<file path="config.mk">
export PLATFORM = sky130hd
export DESIGN_NAME = daq_regs
export DESIGN_NICKNAME = d
export VERILOG_FILES = /design/src/rtl/daq_regs_pkg.sv /design/src/rtl/daq_regs.sv
export SDC_FILE = /design/constraint.sdc
export NUM_CORES = 1
export LEC_CHECK = 0
export BUFFER_PORTS_ARGS = -buffer_cell sky130_fd_sc_hd__buf_2
export CAP_MARGIN = 20
export CORE_MARGIN = 8
export CORE_UTILIZATION = 45
export CTS_BUF_LIST = sky130_fd_sc_hd__clkbuf_8
export DETAILED_ROUTE_END_ITERATION = 10
export PLACE_DENSITY = 0.71
export SLEW_MARGIN = 20
export SYNTH_ARGS = -nofsm -noshare
export SYNTH_HDL_FRONTEND = slang
export SYNTH_SLANG_ARGS = --single-unit
</file>
<file path="constraint.sdc">
create_clock -name clk -period 6.6 [get_ports clk]
set_input_delay 0.99 -clock clk [delete_from_list [all_inputs] [get_ports clk]]
set_output_delay 0.99 -clock clk [all_outputs]
set_load 0.01 [all_outputs]
</file>
<file path="src/rtl/daq_regs_pkg.sv">
// Constants for the acquisition card control, interrupt and port registers
package daq_regs_pkg;
  localparam logic [11:0] OFS_INIT_STATUS = 12'h200;
  localparam logic [11:0] OFS_IRQ_FLAGS   = 12'h204;
  localparam logic [11:0] OFS_PORT_DIR    = 12'h210;
  localparam logic [11:0] OFS_PORT_DATA   = 12'h214;
  localparam logic [11:0] OFS_FIFO_READ   = 12'h218;
  localparam logic [11:0] OFS_FIFO_FLAGS  = 12'h21C;
  localparam logic [11:0] OFS_IRQ_ENABLE  = 12'h224;
  // Initialize register bit positions
  localparam int INIT_AI_MODE   = 0;
  localparam int INIT_AI_FIFO   = 1;
  localparam int INIT_AI_OVF    = 2;
  localparam int INIT_IRQ_CLR   = 3;
  localparam int INIT_DI_FIFO   = 6;
  localparam int INIT_DO_FIFO   = 7;
  localparam int INIT_AO0_FIFO  = 8;
  localparam int INIT_WIDTH     = 9;
  // Status field positions, interrupt and port counts
  localparam int HWS_ID_LSB     = 0;
  localparam int HWS_DIR_LSB    = 8;
  localparam int NUM_IRQ        = 12;
  localparam int NUM_PORTS      = 4;
  // Direction register fields
  localparam int DIR_OUT_LSB    = 0;
  localparam int DIR_FILT_LSB   = 4;
  localparam int DIR_DICLK_LSB  = 8;
  localparam int DIR_DOCLK_LSB  = 11;
  localparam int DIR_PATTERN    = 14;
  localparam int DIR_WIDTH      = 15;
  localparam logic [2:0] DICLK_ON = 3'h4;
  localparam logic [2:0] DOCLK_ON = 3'h5;
  // Input FIFO flag positions
  localparam int FF_EMPTY       = 16;
  localparam int FF_FULL        = 17;
  localparam int FF_HALF        = 18;
  localparam int FF_OVF         = 21;
  // Reset value and glitch filter length
  localparam logic [31:0] RST_WORD = 32'h0000_0000;
  localparam int FILTER_CYCLES  = 4;
endpackage

</file>
<file path="src/rtl/daq_regs.sv">
// Control, interrupt and digital port register bank of the acquisition card
module daq_regs
  import daq_regs_pkg::*;
#(
  parameter int FIFO_DEPTH = 16,
  parameter int AW         = $clog2(FIFO_DEPTH)
) (
  input  wire logic        clk,
  input  wire logic        nrst,
  // Local bus, one word per access
  input  wire logic        bus_sel,
  input  wire logic        bus_wr,
  input  wire logic [11:0] bus_addr,
  input  wire logic [31:0] bus_wdata,
  output logic [31:0]      bus_rdata,
  output logic             bus_ack,
  // Board identity switch, four bits
  input  wire logic [3:0]  board_id_switch,
  // Event pulses from the acquisition logic
  input  wire logic [11:0] irq_event,
  output logic             irq_req,
  // Port pins, input/output/enable per bit
  input  wire logic [31:0] port_in,
  output logic [31:0]      port_out,
  output logic [31:0]      port_oe,
  // Port A pattern data
  input  wire logic [7:0]  pattern_data,
  // Control pulses and clock enables to the acquisition logic
  output logic             ai_mode_reset,
  output logic             ai_fifo_clear,
  output logic             ai_ovf_clear,
  output logic             do_fifo_reset,
  output logic             ao0_fifo_reset,
  output logic             di_clk_enable,
  output logic             do_clk_enable,
  // Sampling strobe for the port C input FIFO
  input  wire logic        di_sample
);

  typedef struct packed {
    logic [INIT_WIDTH-1:0] init;
    logic [NUM_IRQ-1:0]    flag_wr;
    logic [NUM_IRQ-1:0]    flag;
    logic [NUM_IRQ-1:0]    enable;
    logic [DIR_WIDTH-1:0]  dir;
    logic [31:0]           out;
    logic [31:0]           s1;
    logic [31:0]           s2;
    logic [31:0]           s3;
    logic [31:0]           filt;
    logic [NUM_PORTS-1:0][2:0] fcnt;
    logic                  irq_hold;
    logic [AW-1:0]         wp;
    logic [AW-1:0]         rp;
    logic [AW:0]           cnt;
    logic                  ovf;
    logic [31:0]           rdata;
    logic                  ack;
    logic [4:0]            pulse;
    logic [3:0]            id1;
    logic [3:0]            id2;
    logic [3:0]            id3;
    logic [3:0]            id;
  } state_s;

  state_s q, d;
  logic [7:0] fifo_mem [FIFO_DEPTH];

  // Decoded falling edge of a written one: the one-zero sequence
  function automatic logic fell(input logic old_b, input logic new_b);
    return old_b & ~new_b;
  endfunction

  logic wr_hit, rd_hit, fifo_push, fifo_pop;
  logic [31:0] port_view;
  logic [INIT_WIDTH-1:0] init_fall;

  always_comb begin
    wr_hit = bus_sel & bus_wr;
    rd_hit = bus_sel & ~bus_wr;
    init_fall = q.init & ~bus_wdata[INIT_WIDTH-1:0]
                & {INIT_WIDTH{wr_hit && bus_addr == OFS_INIT_STATUS}};
    fifo_pop = rd_hit && bus_addr == OFS_FIFO_READ && q.cnt != '0;
    fifo_push = di_sample && q.dir[DIR_DICLK_LSB +: 3] == DICLK_ON
                && q.cnt != (AW+1)'(FIFO_DEPTH);
    // Input lanes read pins, output lanes read back latch
    for (int p = 0; p < NUM_PORTS; p++) begin
      port_view[p*8 +: 8] = q.dir[DIR_OUT_LSB+p] ? q.out[p*8 +: 8]
                                                 : q.filt[p*8 +: 8];
    end
  end

  // Next-state logic for the whole bank
  always_comb begin
    d = q;
    d.ack = bus_sel;
    d.s1 = port_in;
    d.s2 = q.s1;
    d.s3 = q.s2;
    // Switch synchroniser; a new setting counts once two stages agree
    d.id1 = board_id_switch;
    d.id2 = q.id1;
    d.id3 = q.id2;
    if (q.id2 == q.id3)
      d.id = q.id3;
    d.pulse = {init_fall[INIT_AO0_FIFO], init_fall[INIT_DO_FIFO],
               init_fall[INIT_AI_OVF], init_fall[INIT_AI_FIFO],
               init_fall[INIT_AI_MODE]};
    // Glitch filter: change accepted after steady count, or once two stages agree when the port filter is off
    for (int p = 0; p < NUM_PORTS; p++) begin
      for (int b = 0; b < 8; b++) begin
        if (q.s2[p*8+b] == q.s3[p*8+b] && !q.dir[DIR_FILT_LSB+p])
          d.filt[p*8+b] = q.s3[p*8+b];
      end
      if (q.dir[DIR_FILT_LSB+p]) begin
        if (q.s2[p*8 +: 8] != q.s3[p*8 +: 8]
            || q.s3[p*8 +: 8] == q.filt[p*8 +: 8])
          d.fcnt[p] = '0;
        else if (q.fcnt[p] == 3'(FILTER_CYCLES - 1)) begin
          d.filt[p*8 +: 8] = q.s3[p*8 +: 8];
          d.fcnt[p] = '0;
        end else
          d.fcnt[p] = q.fcnt[p] + 3'h1;
      end
    end
    // Register writes
    if (wr_hit) begin
      case (bus_addr)
        OFS_INIT_STATUS: d.init = bus_wdata[INIT_WIDTH-1:0];
        OFS_IRQ_FLAGS: d.flag_wr = bus_wdata[NUM_IRQ-1:0];
        OFS_PORT_DIR: d.dir = bus_wdata[DIR_WIDTH-1:0];
        OFS_PORT_DATA: d.out = bus_wdata;
        OFS_IRQ_ENABLE: d.enable = bus_wdata[NUM_IRQ-1:0];
        default: ;
      endcase
    end
    // Flags: clear on one-zero, a same-cycle event wins
    for (int i = 0; i < NUM_IRQ; i++) begin
      if (wr_hit && bus_addr == OFS_IRQ_FLAGS
          && fell(q.flag_wr[i], bus_wdata[i]))
        d.flag[i] = 1'b0;
      if (irq_event[i])
        d.flag[i] = 1'b1;
    end
    // Host clear holds request low until a fresh event
    if (init_fall[INIT_IRQ_CLR])
      d.irq_hold = 1'b1;
    else if (|irq_event)
      d.irq_hold = 1'b0;
    // Port C input FIFO
    if (init_fall[INIT_DI_FIFO]) begin
      d.wp = '0;
      d.rp = '0;
      d.cnt = '0;
      d.ovf = 1'b0;
    end else begin
      if (fifo_push)
        d.wp = q.wp + AW'(1);
      if (fifo_pop)
        d.rp = q.rp + AW'(1);
      d.cnt = q.cnt + (AW+1)'(fifo_push) - (AW+1)'(fifo_pop);
      if (di_sample && !fifo_push
          && q.dir[DIR_DICLK_LSB +: 3] == DICLK_ON)
        d.ovf = 1'b1;
    end
    // Read data registered for the answer cycle
    d.rdata = RST_WORD;
    if (rd_hit) begin
      case (bus_addr)
        OFS_INIT_STATUS: begin
          d.rdata[HWS_ID_LSB +: 4] = q.id;
          d.rdata[HWS_DIR_LSB +: NUM_PORTS] = q.dir[NUM_PORTS-1:0];
        end
        OFS_IRQ_FLAGS: d.rdata[NUM_IRQ-1:0] = q.flag;
        OFS_PORT_DIR: d.rdata[DIR_WIDTH-1:0] = q.dir;
        OFS_PORT_DATA: d.rdata = port_view;
        OFS_FIFO_READ: d.rdata[7:0] = fifo_mem[q.rp];
        OFS_FIFO_FLAGS: begin
          d.rdata[FF_EMPTY] = q.cnt == '0;
          d.rdata[FF_FULL] = q.cnt == (AW+1)'(FIFO_DEPTH);
          d.rdata[FF_HALF] = q.cnt >= (AW+1)'(FIFO_DEPTH / 2);
          d.rdata[FF_OVF] = q.ovf;
        end
        OFS_IRQ_ENABLE: d.rdata[NUM_IRQ-1:0] = q.enable;
        default: d.rdata = RST_WORD;
      endcase
    end
  end

  // State register
  always_ff @(posedge clk) begin
    if (!nrst)
      q <= '0;
    else
      q <= d;
  end

  // FIFO storage has no reset; pointers guard stale words
  always_ff @(posedge clk) begin
    if (fifo_push)
      fifo_mem[q.wp] <= q.filt[23:16];
  end

  // Outputs
  always_comb begin
    bus_rdata = q.rdata;
    bus_ack = q.ack;
    irq_req = |(q.flag & q.enable) & ~q.irq_hold;
    ai_mode_reset = q.pulse[0];
    ai_fifo_clear = q.pulse[1];
    ai_ovf_clear = q.pulse[2];
    do_fifo_reset = q.pulse[3];
    ao0_fifo_reset = q.pulse[4];
    di_clk_enable = q.dir[DIR_DICLK_LSB +: 3] == DICLK_ON;
    do_clk_enable = q.dir[DIR_DOCLK_LSB +: 3] == DOCLK_ON;
    port_out = q.out;
    if (q.dir[DIR_PATTERN])
      port_out[7:0] = pattern_data;
    for (int p = 0; p < NUM_PORTS; p++)
      port_oe[p*8 +: 8] = {8{q.dir[DIR_OUT_LSB+p]}};
  end

endmodule // daq_regs

</file>
* Yosys cells after proc, flatten, opt, wreduce, memory -nomap -nowiden
Memory sizes are Yosys's and may differ from the RTL's. A register that Yosys moved wholly into a read port is not among the register bits.
Index checks and enable logic that the tools add are counted.
** Cells by class
- Reduce and logical (&&, ||, !) cells :: 86
- Muxes and demuxes :: 93
- Add/subtract/negate cells :: 8
- Equal/unequal tests :: 56
- Order comparisons :: 1
- Bitwise gates (word level) :: 34
** Operators by type and width (count)
- $mux 8 :: 17
- $eq 12x10->1 const B :: 7
- $mux 1 :: 60
- $logic_and 1x1->1 :: 52
- $pmux 4 s5 :: 2
- $eq 1x1->1 :: 32
- $eq 8x8->1 :: 4
- $ne 8x8->1 :: 4
- $reduce_bool 2->1 :: 13
- $mux 3 :: 8
- $pmux 4 s6 :: 1
- $reduce_or 12->1 :: 2
- $and 9x9->9 :: 2
- $and 1x1->1 :: 15
- $not 1->1 :: 15
- $add 3x1->3 const B :: 4
- $and 12x12->12 :: 1
- $eq 3x2->1 const B :: 4
- $pmux 3 s2 :: 2
- $reduce_and 2->1 :: 6
- $not 9->9 :: 1
- $add 4x1->4 const B :: 2
- $mux 4 :: 2
- $eq 3x3->1 const B :: 2
- other kinds (13) :: 20
** Word-level totals
- Memories kept :: 1
- RAM bits :: 128
- Output and inout bits :: 105
- Word-level logic and storage cells :: 317
- Bits in registers :: 301
- Input bits :: 105
** Memories
- fifo_mem :: depth 16, width 8, rd ports 1, clocked after Yosys merged registers in 1, write ports 1, line daq_regs.sv:67 : logic [7:0] fifo_mem [FIFO_DEPTH];

* Logic depth before layout (Yosys ltp)
- Depth after elaboration :: 6
- Depth in mapped cells :: 14
- Gate-level depth less buffers :: 14

* Least setup slack after synthesis
Ideal clock, no wire load.
- Path kind :: input -> register
- Start point :: in bus_addr[5]
- End point :: reg q[59] in the netlist's numbering
- Setup time :: 0.122 ns
- Data required time :: 6.478 ns
- Setup slack :: 3.207 ns
- Data arrival time :: 3.271 ns
- Cell stages on the path :: 13
- Path buffers :: 1
- Path through :: buf_2 -> nor4b_4 -> nand4_1 -> or2_2 -> nand2_1 -> nand2_1 -> ha_1 -> fa_1 -> a21oi_1 -> nor2_1 -> nor2_1 -> xnor2_1 -> nor2_1
** On the way
- Longest elaborated chain between the ends :: 4
- Elaborated cells on any way between the ends :: 8
- Classes of those cells :: add/sub (1); eq/ne (2); bitwise (1); reduce/logical (4)
** Ends and longest elaborated chain
- start, declared :: line daq_regs.sv:13 : input wire logic [11:0] bus_addr,
- $eq 12x10->1, on equally long branches :: line daq_regs.sv:83, daq_regs.sv:82
- $logic_and 1x1->1, on equally long branches :: line daq_regs.sv:83, daq_regs.sv:82
- $logic_and 1x1->1 or $and 9x9->9 (tied branches) :: line daq_regs.sv:83, daq_regs.sv:82
- $sub 5x1->5 or $reduce_or 2->1 (tied branches)
- end signal, assigned :: line daq_regs.sv:193 : q <= '0;
- end signal, assigned :: line daq_regs.sv:195 : q <= d;
- end, declared :: line daq_regs.sv:66 : state_s q, d;
Several ways; a longest one is shown, not always the timed one.
A chain may end at the register's enable or synchronous reset.

* Worst setup path in the final report
Ends and elaborated chain as after synthesis.

==> impl_metrics.env <==
export IMPL_outcome="finished, final reports clean"
export IMPL_maxSlewViolCount=0
export IMPL_synth_top_area_share=0.320
export IMPL_via_per_inst=5.38
export IMPL_grt_pass1_wl_um=73900
export IMPL_place_inst=2319
export IMPL_io_buffers=209
export IMPL_dr_pass1_iters=6
export IMPL_synth_warnings=0
export IMPL_crit_path_start_kind="input pin"
export IMPL_rsz0062_at_grt="no"
export IMPL_ioPinCount=210
export IMPL_clkSinkCount=431
export IMPL_tritoncts="yes"
export IMPL_max_stage_delay_ns=0.55
export IMPL_yosysUniqueCellTypes=70
export IMPL_fin_cells=2452
export IMPL_crit_required_ns=7.09
export IMPL_start_util=0.454
export IMPL_worst_path_max_delay_cell="nand4_1"
export IMPL_worstSetupPathType="in -> reg"
export IMPL_max_freq_ghz=0.280
export IMPL_cpMostUsedCell="nor2_1"
export IMPL_dieArea_mm2=0.0490
export IMPL_hold_buffers=0
export IMPL_hold_viol=0
export IMPL_gr_total_overflow=0
export IMPL_cts_setup_buffers=0
export IMPL_grt_max_degree=238
export IMPL_syn_area_per_cell_um2=10.8
export IMPL_dieWidth_um=221
export IMPL_crit_chain="buf_2 -> nor4b_4 -> nand4_1 -> or2_2 -> nand2_1 -> nand2_1 -> ha_1 -> fa_1 -> a21oi_1 -> nor2_1 -> nor2_1 -> xnor2_1 -> nor2_1"
export IMPL_grt_antenna_before_repair=2
export IMPL_synth_ff_type="dfxtp_1"
export IMPL_fin_nets=1976
export IMPL_grt_pass1_vias=13035
export IMPL_tightest_slew_ns=1.05
export IMPL_path_clk_slew_ns=0.06
export IMPL_finClkSkew_ns=0.0228
export IMPL_clock_latency_ns=0.62
export IMPL_cts_root_buf="clkbuf_8"
export IMPL_max_slew_margin=0.295
export IMPL_powerDensity_mw_per_mm2=257
export IMPL_max_cap_violations=0
export IMPL_synthArstFlopShare=0
export IMPL_hold_class="reg -> reg"
export IMPL_vias=13184
export IMPL_timing_setup_tns_ns=0
export IMPL_fin_crit_ns=3.58
export IMPL_gr_usage_all_layers=0.188
export IMPL_syn_to_final_growth_pct=11.6
export IMPL_synth_top_cell_by_area="dfxtp_1"
export IMPL_core_area_mm2=0.0418
export IMPL_clockBufferDepth=3
export IMPL_worst_ir_drop_vdd_uv=133
export IMPL_syn_area_mm2=0.0190
export IMPL_synth_top_cells_by_area="dfxtp_1, edfxtp_1, nand2_1"
export IMPL_post_route_period_util=0.542
export IMPL_arrival_ns=4.06
export IMPL_whs_ns=0.430
export IMPL_synth_seq_area_share=0.522
export IMPL_synth_edf_count=128
export IMPL_end_kind="register"
export IMPL_drc_errors=0
export IMPL_drtAntennaViolNets=0
export IMPL_synth_nets=1881
export IMPL_ys_seq_elements=431
export IMPL_h_tree_depth=3
export IMPL_routabilityCongestion=0.906
export IMPL_numCtsBuffers=72
export IMPL_wire_per_inst_um=19.4
export IMPL_cts_repair_resized=0
export IMPL_setup_viol=0
export IMPL_place_hpwl_um=33100
export IMPL_syn_inst=1759
export IMPL_layout_drive_gt1_share=0.209
export IMPL_die_h_um=221
export IMPL_num_rows=75
export IMPL_drtIter0Drc=1231
export IMPL_leakage_uw=0.00824
export IMPL_cp_max_fo=12
export IMPL_routed_wirelength_um=47500
-- layer usage --
layer / vias up / global-route usage / share of wire
met5: - / 0 / 0.00017
met3: 100 / 0.0545 / 0.079
li1: 6304 / - / -
met1: 6319 / 0.245 / 0.44
met4: 2 / 0.0753 / 0.035
met2: 459 / 0.293 / 0.44
-- logic make-up after synthesis --
group                    count (synthesis)  share of synthesized area
AO/OA/AOI/OAI                          339                      0.129
XOR/XNOR                                77                     0.0356
adder cells (fa/ha/maj)                 22                     0.0142
buffers and inverters                  222                     0.0654
flip-flops                             431                      0.522
multiplexers                           106                     0.0784
AND/OR/NAND/NOR                        562                      0.155
-- cell type report --
cell class	instances	area [um^2]
multi-input cells	1106	7840
clock inverters	47	330
diodes	1	2.50
repair buffers	220	1150
well taps	539	674
fillers	3659	20600
clock buffers	85	1170
inverters	23	86.3
flip-flops and latches	431	9910
-- Yosys cell counts, types with 23 or more instances --
cell and instances:
a21boi_0 28, a21boi_1 47, a21oi_1 35, a22oi_1 32, and2_1 110, buf_2 29
buf_4 90, clkbuf_1 63, dfxtp_1 303, edfxtp_1 128, inv_1 23, mux2i_1 53
mux4_2 32, nand2_1 204, nand2b_1 28, nand3_1 23, nor2_1 66, nor2b_1 53
o21a_1 27, o21ai_0 62, xnor2_1 42, xor2_1 35
-- critical path, delay by kind of cell --
kind                       cells  cell delay (ns)
and+or+nand+nor                8             1.95
AOI/OAI and AO/OA              1             0.18
adders and majority gates      2             0.65
xor gates and xnor gates       1             0.12
buffers and inverters          1             0.17
-- final timing paths --
check / start / endpoint / slack (ns) / cells past startpoint
min reg2reg: d[169] / d[137] / 0.43 / 1
max: bus_addr[5] / q[59] / 3.02 / 13
max reg2reg: q[251] / q[59] / 3.56 / 11
min: d[169] / d[137] / 0.43 / 1
-- placed cells by master (no fill, tap or decap), types with 17 or more instances in the layout --
| cell | count |
|---|---|
| nor2_1 | 66 |
| nand4_1 | 17 |
| o21a_1 | 27 |
| buf_2 | 208 |
| nand2b_1 | 28 |
| inv_1 | 44 |
| nand2_1 | 204 |
| xor2_1 | 35 |
| a21boi_1 | 47 |
| a211o_1 | 19 |
| mux2_2 | 21 |
| nor2b_1 | 53 |
| edfxtp_1 | 128 |
| mux2i_1 | 53 |
| o21ai_0 | 62 |
| nand3_1 | 23 |
| a22oi_1 | 32 |
| a21boi_0 | 28 |
| dfxtp_1 | 301 |
| xnor2_1 | 42 |
| clkbuf_8 | 85 |
| mux4_2 | 32 |
| a21oi_1 | 35 |
| and2_1 | 110 |
-- per-stage QoR --
| step | instance area (um^2) | util | worst slack (ns) | total power (uW) |
|---|---|---|---|---|
| final | 21200 | 0.507 | 3.02 | 5430 |
| after global routing | 21200 | 0.507 | 2.81 | 5640 |
| after floorplan | 19000 | - | 3.21 | 2960 |
| after CTS | 21200 | 0.506 | 3.08 | 5490 |
| after global placement | 19600 | 0.470 | 2.47 | 3050 |
| after detailed placement | 19700 | 0.471 | 2.41 | 3050 |
-- sequential cells by signal (all words and copies together), names as in the netlist, named ones only --
name / flops
d: 72
q: 161
bus_rdata: 32
do_fifo_reset: 1
ai_fifo_clear: 1
ai_ovf_clear: 1
ai_mode_reset: 1
fifo_mem: 128
bus_ack: 1
ao0_fifo_reset: 1
port_oe: 4
port_out: 24
-- report_power, final --
| part | switching [uW] | leakage [uW] | total, uW | internal (uW) |
|---|---|---|---|---|
| registers | 47.9 | 0.00361 | 2810 | 2760 |
| clock network | 1090 | 0.000844 | 2430 | 1340 |
| logic | 105 | 0.00378 | 196 | 90.6 |
Note: power is estimated with default switching activity, not from simulation.
